$ cat src/inc/psim_consts.vh
`ifndef PSIM_CONSTS_VH
`define PSIM_CONSTS_VH
// ****************************************
// register offsets
// ****************************************
`define PSIM_OFF_VOLT_FLAGS   8'h00
`define PSIM_OFF_GLOBAL_MASK  8'h02
`define PSIM_OFF_VOLT_MASK    8'h03
`define PSIM_OFF_LIVE         8'h04
`define PSIM_OFF_PART_ID      8'h05
// ****************************************
// reset values
// ****************************************
`define PSIM_RST_GLOBAL_MASK  8'h01
`define PSIM_RST_VOLT_MASK    6'h00
`define PSIM_RST_LIVE         6'h00
// ****************************************
// field positions
// ****************************************
`define PSIM_VM_LOW_LSB       3
`define PSIM_VM_GOOD_LSB      0
`define PSIM_LIVE_CAL_BIT     5
`define PSIM_LIVE_TEMP_BIT    4
`define PSIM_LIVE_SUPPLY_BIT  3
`define PSIM_LIVE_C_BIT       2
`define PSIM_LIVE_B_BIT       1
`define PSIM_LIVE_A_BIT       0
`define PSIM_ID_REV_LSB       5
`define PSIM_ID_PART_LSB      0
// ****************************************
// identity (arbitrary values)
// ****************************************
`define PSIM_REVISION_CODE    3'h2
`define PSIM_PART_CODE        5'h0a
`endif

$ cat src/verilog/psim_status_irq.v
`timescale 1ns/1ps
`include "psim_consts.vh"

module psim_status_irq (
  input  wire       clk_sys,
  input  wire       rst,
  input  wire       reg_wr,
  input  wire       reg_rd,
  input  wire [7:0] reg_addr,
  input  wire [7:0] reg_wdata,
  output reg  [7:0] reg_rdata,
  input  wire [7:0] global_flags,
  input  wire       calibration_busy_in,
  input  wire       thermal_high_in,
  input  wire       supply_low_in,
  input  wire       out_c_regulating_in,
  input  wire       out_b_regulating_in,
  input  wire       out_a_regulating_in,
  input  wire       out_c_valid,
  input  wire       out_b_valid,
  input  wire       out_a_valid,
  input  wire [2:0] conversion_period_setting,
  output reg  [5:0] voltage_flags,
  output reg        irq_out
);

  // ****************************************
  // registers
  // ****************************************
  reg  [7:0] global_event_mask;
  reg  [5:0] voltage_event_mask;
  reg  [5:0] live_condition_view;
  reg  [5:0] sync_a;
  reg  [5:0] sync_b;
  reg  [2:0] reg_prev;
  reg  [7:0] next_rdata;
  wire [2:0] reg_now;
  wire [2:0] reg_valid;
  wire [5:0] next_flags;
  wire       wr_vflags;
  wire       next_irq;

  // live inputs come from analog/other domains, so two stages first
  always @(posedge clk_sys)
  begin
    if (rst)
    begin
      sync_a <= 6'h00;
      sync_b <= 6'h00;
    end
    else
    begin
      sync_a <= {calibration_busy_in, thermal_high_in, supply_low_in,
                 out_c_regulating_in, out_b_regulating_in, out_a_regulating_in};
      sync_b <= sync_a;
    end
  end

  assign reg_now   = sync_b[2:0];
  assign reg_valid = {out_c_valid, out_b_valid, out_a_valid};

  // ****************************************
  // mask registers
  // ****************************************
  always @(posedge clk_sys)
  begin
    if (rst)
    begin
      global_event_mask  <= `PSIM_RST_GLOBAL_MASK;
      voltage_event_mask <= `PSIM_RST_VOLT_MASK;
    end
    else if (reg_wr)
    begin
      if (reg_addr == `PSIM_OFF_GLOBAL_MASK)
        global_event_mask <= reg_wdata;
      if (reg_addr == `PSIM_OFF_VOLT_MASK)
        voltage_event_mask <= reg_wdata[5:0];
    end
  end

  // ****************************************
  // live view
  // ****************************************
  // temp/supply only refresh while periodic conversions run
  always @(posedge clk_sys)
  begin
    if (rst)
      live_condition_view <= `PSIM_RST_LIVE;
    else
    begin
      live_condition_view[`PSIM_LIVE_CAL_BIT] <= sync_b[5];
      if (conversion_period_setting != 3'h0)
      begin
        live_condition_view[`PSIM_LIVE_TEMP_BIT]   <= sync_b[4];
        live_condition_view[`PSIM_LIVE_SUPPLY_BIT] <= sync_b[3];
      end
      // regulation bits pass live; only meaningful while output valid
      live_condition_view[`PSIM_LIVE_C_BIT] <= reg_now[2] & reg_valid[2];
      live_condition_view[`PSIM_LIVE_B_BIT] <= reg_now[1] & reg_valid[1];
      live_condition_view[`PSIM_LIVE_A_BIT] <= reg_now[0] & reg_valid[0];
    end
  end

  // ****************************************
  // latched voltage flags
  // ****************************************
  assign wr_vflags = reg_wr & (reg_addr == `PSIM_OFF_VOLT_FLAGS);

  // set beats write-one clear in the same cycle
  genvar i;
  generate
    for (i = 0; i < 3; i = i + 1)
    begin : g_out
      wire fell;
      wire rose;
      assign fell = reg_valid[i] & reg_prev[i] & ~reg_now[i];
      assign rose = reg_valid[i] & ~reg_prev[i] & reg_now[i];
      assign next_flags[`PSIM_VM_LOW_LSB + i] = fell |
        (voltage_flags[`PSIM_VM_LOW_LSB + i] &
         ~(wr_vflags & reg_wdata[`PSIM_VM_LOW_LSB + i]));
      assign next_flags[`PSIM_VM_GOOD_LSB + i] = rose |
        (voltage_flags[`PSIM_VM_GOOD_LSB + i] &
         ~(wr_vflags & reg_wdata[`PSIM_VM_GOOD_LSB + i]));
    end
  endgenerate

  always @(posedge clk_sys)
  begin
    if (rst)
    begin
      reg_prev      <= 3'h0;
      voltage_flags <= 6'h00;
    end
    else
    begin
      reg_prev      <= reg_now;
      voltage_flags <= next_flags;
    end
  end

  // ****************************************
  // interrupt
  // ****************************************
  assign next_irq = (|(global_flags & global_event_mask)) |
                    (|(voltage_flags & voltage_event_mask));

  always @(posedge clk_sys)
  begin
    if (rst)
      irq_out <= 1'b0;
    else
      irq_out <= next_irq;
  end

  // ****************************************
  // read path
  // ****************************************
  always @*
  begin
    case (reg_addr)
      `PSIM_OFF_VOLT_FLAGS:   next_rdata = {2'b00, voltage_flags};
      `PSIM_OFF_GLOBAL_MASK:  next_rdata = global_event_mask;
      `PSIM_OFF_VOLT_MASK:    next_rdata = {2'b00, voltage_event_mask};
      `PSIM_OFF_LIVE:         next_rdata = {2'b00, live_condition_view};
      `PSIM_OFF_PART_ID:      next_rdata = {`PSIM_REVISION_CODE, `PSIM_PART_CODE};
      default:                next_rdata = 8'h00;
    endcase
  end

  always @(posedge clk_sys)
  begin
    if (rst)
      reg_rdata <= 8'h00;
    else if (reg_rd)
      reg_rdata <= next_rdata;
  end

endmodule // psim_status_irq

$ cat config.mk
export PLATFORM = sky130hd
export DESIGN_NAME = psim_status_irq
export DESIGN_NICKNAME = d
export VERILOG_FILES = /design/src/verilog/psim_status_irq.v
export VERILOG_INCLUDE_DIRS = /design/src /design/src/inc
export SDC_FILE = /design/constraint.sdc
export NUM_CORES = 1
export LEC_CHECK = 0
export ABC_AREA = 1
export BUFFER_PORTS_ARGS = -buffer_cell sky130_fd_sc_hd__buf_2
export CAP_MARGIN = 20
export CORE_ASPECT_RATIO = 1.4
export CORE_MARGIN = 2
export CORE_UTILIZATION = 40
export CTS_BUF_LIST = sky130_fd_sc_hd__clkbuf_4
export DETAILED_ROUTE_END_ITERATION = 8
export PLACE_DENSITY_LB_ADDON = 0.3
export SYNTH_ARGS = -nofsm -noshare
export SYNTH_HDL_FRONTEND = slang
export SYNTH_SLANG_ARGS = --single-unit
$ cat constraint.sdc
create_clock -name clk_sys -period 0.96 [get_ports clk_sys]
set_input_delay 0 -clock clk_sys [delete_from_list [all_inputs] [get_ports clk_sys]]
set_output_delay 0 -clock clk_sys [all_outputs]
set_load 0.01 [all_outputs]
# --- Word-level counts from Yosys, hierarchy flattened ---
# Cells that the tools add are included.
totals:
  word_cells: 70
  in_bits: 40
  reg_bits: 50
classes:
  muxes: 1
  reduce_logical: 6
  n_bitwise: 49
  n_eq_ne: 4
op_table:
  columns: ["operator", "count"]
  rows:
  - ["case mux 8 bit (5 select lines)", 1]
  - ["bitwise AND 1 bit", 28]
  - ["== test 8 x 2 -> 1 bit (second input constant)", 2]
  - ["== test 8 x 3 -> 1 bit (second input constant)", 2]
  - ["inverter 1 bit", 12]
  - ["bitwise AND 8 bit", 1]
  - ["logical NOT 8 bit", 1]
  - ["OR reduction 8 bit", 1]
  - ["OR 1 bit", 7]
  - ["bitwise AND 6 bit", 1]
  - ["OR reduction 6 bit", 1]
  - ["AND reduction 2 bit", 2]
  - ["nonzero test 3 bit", 1]

# --- Depth between registers and ports, before layout ---
# Gate-level depths: netlist of the first run.
depth:
  depth_word: 6
  ltp_mapped: 9
  ltp_nobuf: 8

# --- Worst setup path after synthesis of the first run ---
# No wires, ideal clock.
synth_timing:
  path_kind: "register to register"
  startpoint: "register voltage_flags[4]"
  endpoint: "register irq_out"
  setup_ns: 0.132
  synth_period_minus_slack_ns: 0.929
  required_time_ns: 0.828
  t_arrival_ns: 0.797
  slack_ns: 0.031
  path_stages_with_launch: 4
  path_cell_list: "dfxtp_1 a22o_1 nor3_1 a21oi_1"
synth_via:
  elab_chain_cells: 3
synth_lines:
  columns: ["item", "line_no", "text"]
  rows:
  - ["from (decl)", "psim_status_irq.v:23", "output reg [5:0] voltage_flags,"]
  - ["from (signal assigned)", "psim_status_irq.v:137", "voltage_flags <= next_flags;"]
  - ["bitwise AND 6 bit", "psim_status_irq.v:145", "(|(voltage_flags & voltage_event_mask));"]
  - ["OR reduction 6 bit", "psim_status_irq.v:145", null]
  - ["OR 1 bit", "psim_status_irq.v:144", "assign next_irq = (|(global_flags & global_event_mask)) |"]
  - ["to (signal assigned)", "psim_status_irq.v:152", "irq_out <= next_irq;"]
  - ["to (decl)", "psim_status_irq.v:24", "output reg irq_out"]
# Every way passes these cells.
# A chain may end at the register's enable or synchronous reset.

# --- Worst setup path after layout of the first run ---
layout_timing:
  startpoint: "register voltage_flags[0]"
  endpoint: "output voltage_flags[0]"
# No word-level cell between the ends.

==> metrics.md, run 1 <==
| Metric | Value |
|---|---|
| Combined area of all synthesized cells | `2090 sq um` |
| CP max stage cell | `dfxtp_2` |
| Crit path capture type | `primary output` |
| DRC Markers | `0` |
| Global-route total usage across every layer | `18.7%` |
| Period Utilization, post-route | `98.6%` |
| Maximum single-stage delay on the critical path | `0.36 ns` |
| Number of detailed-routing iterations run before antenna repair | `4` |
| Leak | `1.38 nW` |
| Main area contributors after synthesis | `dfxtp_1 (48%), nand2_1 (7.5%), inv_1 (6.1%), nor2_1 (5.8%), nand3_1 (5.5%)` |
| Number of buffer cells added on primary ports | `54` |
| Max-Slew Margin vs Limit | `79.5%` |
| FF+latch count, synth | `50` |
| Clock latency at the later pin of the worst-skew pair | `0.36 ns` |
| Final net count | `399` |
| Routed wire length per instance | `12.1 microns` |
| Most common cell in the netlist | `dfxtp_1` |
| Sum of overflow across all layers after global routing | `0` |
| Most area-hungry cell type in the Yosys netlist | `dfxtp_1` |
| Clock root buffer | `clkbuf_4` |
| Number of setup buffers added after CTS | `0` |
| Layout Area Growth over Synthesis | `37.6%` |
| Routed WL | `5.15 mm` |
| PD cells | `1210 nW/um^2` |
| Layout filler cell count | `489` |
| Number of DRC violations after detailed-routing iteration 0 | `53` |
| Sequential cell area fraction in the yosys report | `47.9%` |
| Max Buffers Root-to-Sink | `2` |
| Worst Hold Margin | `0.0227 ns` |
| Worst voltage drop across the vdd grid | `0.000946 V` |
| Final worst clock skew | `0.00561 ns` |
| Number of nets still failing antenna checks after routing | `0` |
| Post-layout util | `56.1%` |
| Avg Inst Size Synth | `7.85 sq um` |
| Kind of critical path | `reg -> out` |
| Via/cell ratio | `4.63` |
| Setup violations, final | `0` |
| Via count of the first global-routing pass | `1846` |
| # rows | `31` |
| Slew Viols, Final | `0` |
| Die footprint | `5820 sq um` |
| Total of warnings raised by yosys | `0` |
| DP Wirelength | `3.78 mm` |
| Antenna cells | `0` |
| Fraction of registers with async set or reset after synthesis | `0%` |
| Area share of the leading cell type in the synthesized netlist | `47.9%` |
| I/O pin count | `55` |
| CTS H-tree depth | `2` |
| Clock tree from TritonCTS | `built` |
| Post-synth top cells | `dfxtp_1 (50), nand2_1 (42), inv_1 (34)` |
| CP dominant cell by count | `buf_6` |
| Worst Path Required | `0.96 ns` |
| Worst-path fanout max | `3` |
| Crit-path cells | `buf_6, buf_6` |
| Worst Setup Start Kind | `flop` |
| Worst Hold Class | `in -> reg` |
| Clock input transition at the sequential cells of the worst setup and hold paths | `0.13 ns` |
| FMAX | `1060 MHz` |
| Setup repair after global routing missed its margin | `true` |
| Final count of hold timing violations | `0` |
| DP Area | `2520 sq um` |
| First-pass GRT wire length | `8.20 mm` |
| Number of buffers created by CTS | `5` |
| Initial Utilization | `40.8%` |
| Dominant register cell in the synthesized netlist | `dfxtp_1` |
| EDFF count, synth | `0` |
| Sinks on the clock net | `50` |
| Share of final-layout standard cells stronger than drive strength 1 | `30.3%` |
| Arrival time at the worst endpoint | `0.95 ns` |
| Gate Count Post-Synth | `266` |
| Clock period minus worst slack | `0.946 ns` |
| Vert. Die Dim | `89.5 microns` |
| Synthesized Nets | `306` |
| Number of max-cap violations | `0` |
| Placeable core region | `5120 sq um` |
| Final estimated routing congestion in global placement | `0.846` |
| Number of distinct library cells after synthesis | `27` |
| Measured slew at the worst slew-check pin | `0.306 ns` |
| Outcome | `finished, final reports clean` |
| Via count | `1974` |
| Pin count of the biggest net entering global routing | `21` |
| Antenna violations before repair | `0` |
| Finished layout cell area | `2870 sq um` |
| Die width | `65.1 microns` |
worst paths after layout:
path              slack (ns)                to  cells after the start              from
setup / recovery        0.01  voltage_flags[0]                      2  voltage_flags[0]
hold / removal          0.02           irq_out                      5   global_flags[2]
setup reg to reg        0.03           irq_out                      3  voltage_flags[0]
hold reg to reg         0.41         sync_b[4]                      2         sync_a[4]
kinds of logic after synthesis:
kind of cell           after synthesis  synth area share (%)
AO/OA/AOI/OAI                       56                  14.9
buffers and inverters               45                  10.4
flip-flops                          50                  47.9
AND/OR/NAND/NOR                    115                  26.7
stage by stage:
step	worst slack [ns]	instances	setup TNS (ns)	total power, mW
3_5_place_dp	-0.108	396	-1.69	2.50
2_1_floorplan	0.0305	266	0	2.34
4_1_cts	0.00486	426	0	3.50
5_1_grt	-0.0269	426	-0.107	3.63
6_report	0.0135	426	0	3.47
3_3_place_gp	-0.0969	396	-1.18	2.50
per-layer routing:
metal / GRT usage, % / vias to the layer above / wire length [microns]
li1: - / 1044 / -
met1: 19.0 / 871 / 2080
met2: 37.3 / 53 / 2720
met3: 4.41 / 6 / 275
met4: 5.87 / 0 / 69
met5: 0 / - / 0
cell type report:
class / count / area (sq um) / area share, %
multi-input cells: 171 / 886 / 30.8
repair buffers: 94 / 701 / 24.4
inverters: 37 / 140 / 4.88
clock inverters: 2 / 8.76 / 0.305
flip-flops and latches: 50 / 1010 / 35.1
clock buffers: 6 / 45.0 / 1.57
well taps: 66 / 82.6 / 2.87
sequential cells by signal, summed over array words and instances (netlist names):
signal and cells:
irq_out 1, reg_prev 3, global_event_mask 8, sync_b 6
sync_a 6, reg_rdata 8, voltage_event_mask 6, live_condition_view 6
voltage_flags 6
cell usage in the layout (no fill, tap or decap), types with 2 or more instances in the layout:
| cell type | Yosys | routed |
|---|---|---|
| a21oi_1 | 20 | 20 |
| a21oi_2 | 3 | 3 |
| a22o_1 | 3 | 3 |
| buf_12 | 1 | 2 |
| buf_2 | 1 | 49 |
| buf_4 | 0 | 11 |
| buf_6 | 1 | 8 |
| clkbuf_4 | 0 | 7 |
| clkinv_2 | 1 | 2 |
| dfxtp_1 | 50 | 43 |
| dfxtp_2 | 0 | 7 |
| dlygate4sd3_1 | 0 | 22 |
| inv_1 | 34 | 34 |
| inv_2 | 2 | 2 |
| nand2_1 | 42 | 41 |
| nand2_2 | 3 | 4 |
| nand3_1 | 23 | 23 |
| nand3_2 | 4 | 4 |
| nand4_1 | 2 | 2 |
| nor2_1 | 32 | 32 |
| nor2_4 | 2 | 2 |
| nor2_8 | 2 | 2 |
| nor3_1 | 4 | 2 |
| nor3_2 | 0 | 2 |
| o21ai_0 | 19 | 19 |
| o21ai_1 | 7 | 6 |
| o21ai_2 | 1 | 2 |
| o22ai_1 | 2 | 2 |
power breakdown:
group          internal, mW  switching, mW
Sequential             2.13         0.0216
Clock                 0.305          0.618
Combinational         0.209          0.192
repair_timing:
action / CTS / global route
hold endpoints to repair: 39 / 0
setup endpoints to repair: 7 / 18
resized for setup: 15 / 7
pin swaps: 0 / 2
hold buffers: 22 / 0
worst max-delay path: cells and delay by family, from the launching register on:
kind | cells | cell delay [ns]
buffers and inverters | 2 | 0.23
DFF | 1 | 0.36
Power figures use the tool's default switching activity.
==> run 2, diff against run 1 <==
Settings changed: SETUP_SLACK_MARGIN from default to 0.4.
==> run 2 against run 1 <==
- the flow now finishes with violations (hold timing, setup timing)
- power rose by 18%
- clock skew rose by 0.010 ns
- clock-buffer cell count fell by 1
- wire length increased by 17%
- setup slack worse by 0.031 ns
- hold slack got worse by 0.14 ns
- global-route usage rose by 2.2 points
==> metrics.md, run 2 (synthesized netlist as in run 1, its figures left out) <==
| Metric | Value |
|---|---|
| Via/cell ratio | `4.86` |
| Share of final-layout standard cells stronger than drive strength 1 | `61.9%` |
| Crit path capture type | `flop` |
| Setup repair after global routing missed its margin | `true` |
| Layout filler cell count | `403` |
| First-pass GRT wire length | `9.25 mm` |
| Via count of the first global-routing pass | `2071` |
| DRC Markers | `0` |
| Routed wire length per instance | `13.9 microns` |
| FMAX | `1020 MHz` |
| Period Utilization, post-route | `102%` |
| Number of nets still failing antenna checks after routing | `0` |
| # rows | `31` |
| Vert. Die Dim | `89.5 microns` |
| Clock latency at the later pin of the worst-skew pair | `0.37 ns` |
| Arrival time at the worst endpoint | `1.24 ns` |
| Clock period minus worst slack | `0.977 ns` |
| Finished layout cell area | `3520 sq um` |
| Worst Setup Start Kind | `flop` |
| Number of DRC violations after detailed-routing iteration 0 | `93` |
| Aggregate negative setup slack | `-0.0173 ns` |
| Placeable core region | `5120 sq um` |
| PD cells | `1170 nW/um^2` |
| Outcome | `finished with violations` |
| Antenna cells | `0` |
| Routed WL | `6.01 mm` |
| Kind of critical path | `reg -> reg` |
| Measured slew at the worst slew-check pin | `0.334 ns` |
| Largest registers | `global_event_mask x8, reg_rdata x8` |
| Max-Slew Margin vs Limit | `77.6%` |
| Leading cell type in the layout, fill and taps excluded | `buf_6` |
| Sum of overflow across all layers after global routing | `0` |
| Number of buffer cells added on primary ports | `54` |
| Max Buffers Root-to-Sink | `2` |
| I/O pin count | `55` |
| Worst Hold Class | `in -> reg` |
| Layout Area Growth over Synthesis | `68.6%` |
| Sinks on the clock net | `50` |
| Min setup slack post-route | `-0.0173 ns` |
| Final net count | `406` |
| Initial Utilization | `40.8%` |
| Via count | `2106` |
| Worst Path Required | `1.22 ns` |
| Antenna violations before repair | `0` |
| Setup violations, final | `1` |
| Worst voltage drop across the vdd grid | `0.00107 V` |
| Slew Viols, Final | `0` |
| Final estimated routing congestion in global placement | `0.830` |
| CTS H-tree depth | `2` |
| Number of detailed-routing iterations run before antenna repair | `4` |
| Clock tree from TritonCTS | `built` |
| DP Area | `2710 sq um` |
| Final worst clock skew | `0.0161 ns` |
| Leak | `1.55 nW` |
| Number of buffers created by CTS | `5` |
| DP Wirelength | `3.95 mm` |
| Worst Hold Margin | `-0.119 ns` |
| Global-route total usage across every layer | `20.9%` |
| Clock input transition at the sequential cells of the worst setup and hold paths | `0.15 ns` |
| Number of max-cap violations | `0` |
| Pin count of the biggest net entering global routing | `20` |
| Violated checks | `hold timing, setup timing` |
| Die width | `65.1 microns` |
| Clock root buffer | `clkbuf_4` |
| Die footprint | `5820 sq um` |
| Final count of hold timing violations | `26` |
| Most used cells in the layout excluding fill and tap cells | `buf_6 (39), buf_2 (34), dfxtp_2 (32), nand2_1 (30), inv_1 (24)` |
| Worst-path fanout max | `2` |
==> run 2: power by group <==
part,internal (mW),switching (mW),total (mW),leakage [nW]
clock network,0.803,0.647,1.45,0.0528
registers,2.12,0.0264,2.15,0.424
logic,0.245,0.262,0.507,1.07
total,3.17,0.936,4.10,1.55
==> run 2: metrics by stage <==
step                power, mW  std cells  setup slack, ns  util [%]  hold slack (ns)
floorplan                2.38        266           0.0752         -           0.0835
global placement         2.55        400          -0.0940      53.0            0.199
detailed placement       2.56        400           -0.136      53.0            0.205
CTS                      4.07        426           0.0113      65.1           -0.141
global route             4.27        433          -0.0435      68.8           -0.125
finish                   4.10        433          -0.0173      68.8           -0.119
==> run 2: final timing paths <==
path,start,end,slack (ns),depth (start not counted)
max,voltage_event_mask[0],irq_out,-0.02,3
min,out_a_valid,live_condition_view[0],-0.12,3
max reg2reg,voltage_event_mask[0],irq_out,-0.02,3
min reg2reg,sync_a[4],sync_b[4],0.40,2
==> run 2: what timing repair did <==
action,in CTS,in global routing
setup endpoints to repair,50,52
hold buffers,8,3
buffers inserted,10,4
resized for setup,109,37
hold endpoints to repair,40,28
pin swaps,50,25
==> run 2: layout make-up <==
| type | count | area [sq um] | share of cell area (%) |
|---|---|---|---|
| Multi-Input combinational cell | 171 | 1200 | 34.1 |
| Sequential cell | 50 | 1050 | 29.9 |
| Timing Repair Buffer | 101 | 897 | 25.5 |
| Inverter | 37 | 186 | 5.29 |
| Tap cell | 66 | 82.6 | 2.35 |
| Clock inverter | 3 | 63.8 | 1.81 |
| Clock buffer | 5 | 37.5 | 1.07 |
==> run 2: routing by layer <==
metal  vias up  track usage, %  part of all wire, %
met5         -               0                    0
met4         0            6.82                  2.6
met3        13            4.16                  4.1
met2        57            41.6                   55
met1       962            21.7                   39
li1       1074               -                    -
==> run 2: worst max-delay path, stage by stage, from the launching register on <==
cell and delay, ns:
dfxtp_2 0.35, a22o_1 0.24, nor3_2 0.21, a21oi_1 0.09
==> run 3, diff against run 2 <==
Settings changed: MAX_ROUTING_LAYER from default to met4.
Clock period 0.96 ns to 1.2 ns, I/O delays scaled along.
==> run 3 against run 2 <==
- global-route usage decreased by 1.4 points
- utilization decreased by 9.5 points
- register-to-register slack improved by 0.27 ns
- the flow finishes with violations (hold timing)
- non-clock buffer count decreased by 17
- fmax increased by 2.8%
- critical endpoint unchanged
- power decreased by 26%
- highest routed layer unchanged
- clock skew decreased by 0.0015 ns
- clock-buffer cell count increased by 2
==> metrics.md, run 3 (synthesized netlist as in run 1, its figures left out) <==
| Metric | Value |
|---|---|
| Number of DRC violations after detailed-routing iteration 0 | `76` |
| Vert. Die Dim | `89.5 microns` |
| Layout filler cell count | `499` |
| Largest registers | `global_event_mask x8, reg_rdata x8` |
| Slew Viols, Final | `0` |
| Violated checks | `hold timing` |
| Number of nets still failing antenna checks after routing | `0` |
| Clock input transition at the sequential cells of the worst setup and hold paths | `0.14 ns` |
| Via/cell ratio | `4.81` |
| Routed WL | `5.27 mm` |
| Layout Area Growth over Synthesis | `45.4%` |
| Worst-path fanout max | `2` |
| Cell count of the worst reg-to-reg path | `3` |
| Share of final-layout standard cells stronger than drive strength 1 | `40.3%` |
| Total power draw | `3.05 mW` |
| Most used cells in the layout excluding fill and tap cells | `buf_2 (40), nand2_1 (34), inv_1 (29), nor2_1 (26), dfxtp_1 (26)` |
| Worst Hold Class | `in -> reg` |
| Via count | `2002` |
| Number of buffers created by CTS | `5` |
| Final count of hold timing violations | `2` |
| DP Wirelength | `3.69 mm` |
| Antenna violations before repair | `0` |
| Clock latency at the later pin of the worst-skew pair | `0.37 ns` |
| Hold path startpoint | `conversion_period_setting[2]` |
| Period Utilization, post-route | `79.2%` |
| PD cells | `1000 nW/um^2` |
| Fraction of power consumed by combinational cells | `11.2%` |
| Worst Path Required | `1.46 ns` |
| Post-layout util | `59.3%` |
| Sum of overflow across all layers after global routing | `0` |
| Number of max-cap violations | `0` |
| I/O pin count | `55` |
| Crit path capture type | `flop` |
| Initial Utilization | `40.8%` |
| Combined area of the multi-input logic cells | `986 sq um` |
| Global-route total usage across every layer | `19.5%` |
| Net Sw Frac | `22.9%` |
| Startpoint of the most critical register-to-register path | `voltage_event_mask[0]` |
| First-pass GRT wire length | `8.38 mm` |
| Number of stages on the worst hold path | `3` |
| Number of detailed-routing iterations run before antenna repair | `4` |
| Max-Slew Margin vs Limit | `71.4%` |
| Maximum single-stage delay on the critical path | `0.36 ns` |
| Clock period minus worst slack | `0.950 ns` |
| Net switching power of the design | `699 uW` |
| Reg2Reg Setup Slack | `0.25 ns` |
| Leak | `1.40 nW` |
| Kind of critical path | `reg -> reg` |
| Via count of the first global-routing pass | `1907` |
| Critical register-to-register path endpoint | `irq_out` |
| Routed wire length per instance | `12.7 microns` |
| Worst voltage drop across the vdd grid | `0.000828 V` |
| Arrival time at the worst endpoint | `1.21 ns` |
| Measured slew at the worst slew-check pin | `0.426 ns` |
| # rows | `31` |
| Crit-path cells | `a22o_1, nor3_2, a21oi_1` |
| Placeable core region | `5120 sq um` |
| Clock tree from TritonCTS | `built` |
| Sinks on the clock net | `50` |
| Leading cell type in the layout, fill and taps excluded | `buf_2` |
| Setup repair after global routing missed its margin | `true` |
| Die footprint | `5820 sq um` |
| CP max stage cell | `dfxtp_2` |
| Worst Hold Margin | `-0.0775 ns` |
| Final worst clock skew | `0.0145 ns` |
| Pin count of the biggest net entering global routing | `20` |
| Outcome | `finished with violations` |
| Worst Setup Start Kind | `flop` |
| Antenna cells | `0` |
| Setup violations, final | `0` |
| CTS H-tree depth | `2` |
| Clock root buffer | `clkbuf_4` |
| FMAX | `1050 MHz` |
| Clock power share | `32.7%` |
| Post-cts hold buffer count | `24` |
| Max Buffers Root-to-Sink | `2` |
| Sequential cell area | `1050 sq um` |
| Number of buffer cells added on primary ports | `54` |
| Aggregate negative setup slack | `0 ns` |
| DRC Markers | `0` |
| Final estimated routing congestion in global placement | `0.819` |
| Final net count | `389` |
| Hold worst-path end | `live_condition_view[3]` |
| Die width | `65.1 microns` |
| Part of the total power dissipated in sequential elements | `56.1%` |
| Internal | `2.35 mW` |
-- run 3: cell types whose count changed in the layout (fill, tap and decap cells not counted), moves of 9 or more --
cell | previous run | this run
buf_4 | 13 | 3
buf_6 | 39 | 16
o21ai_2 | 19 | 7
dfxtp_1 | 15 | 26
dlygate4sd3_1 | 11 | 21
dfxtp_2 | 32 | 18
nand3_2 | 17 | 8
nand3_1 | 9 | 19
-- run 3: power groups by stage --
stage                     combinational, mW  sequential [mW]  clock [mW]
after floorplan                       0.135             1.76           0
after global placement                0.258             1.75           0
after detailed placement              0.263             1.76           0
after CTS                             0.335             1.72        1.01
after global routing                  0.374             1.72        1.08
final                                 0.340             1.71       0.997
-- run 3: what timing repair did --
item                       4_1_cts  5_1_grt
setup endpoints to repair       22       41
pin swaps                        6       13
cloned                           0        0
setup buffers                    2        0
gates resized for setup         40       31
hold endpoints to repair        39        2
-- run 3: worst max path at each step --
| stage | endpoint | start |
|---|---|---|
| 2_1_floorplan | irq_out | voltage_flags[0] |
| 3_3_place_gp | reg_rdata[5] | reg_addr[1] |
| 3_5_place_dp | global_event_mask[6] | reg_addr[3] |
| 4_1_cts | irq_out | voltage_flags[4] |
| 5_1_grt | irq_out | voltage_flags[0] |
| 6_report | irq_out | voltage_event_mask[0] |
-- run 3: critical path: cells and delay by family, from the launching register on --
family	cells	cell delay, ns
AOI/OAI and AO/OA	2	0.31
and+or+nand+nor	1	0.17
DFF	1	0.36
-- run 3: layout make-up --
class	instances	area share, %
Tap cell	66	2.72
Inverter	37	5.52
Sequential cell	50	34.5
Timing Repair Buffer	84	22.1
Clock inverter	1	0.989
Clock buffer	7	1.73
Multi-Input combinational cell	171	32.5
-- run 3: per-layer routing --
metal / GRT usage (%) / wire length, microns / part of all wire (%) / vias to the layer above
met5: - / 0 / 0 / -
met4: 8.71 / 153 / 2.9 / 0
met3: 3.53 / 214 / 4.1 / 11
met2: 36.2 / 2790 / 53 / 56
met1: 20.1 / 2110 / 40 / 901
li1: - / - / - / 1034
-- run 3: metrics by stage --
stage          cell area (sq um)  cells  setup slack, ns
4_1_cts                     2950    416            0.263
6_report                    3040    416            0.250
3_3_place_gp                2480    382            0.107
5_1_grt                     3040    416            0.203
3_5_place_dp                2480    382           0.0802
2_1_floorplan               2160    266            0.306
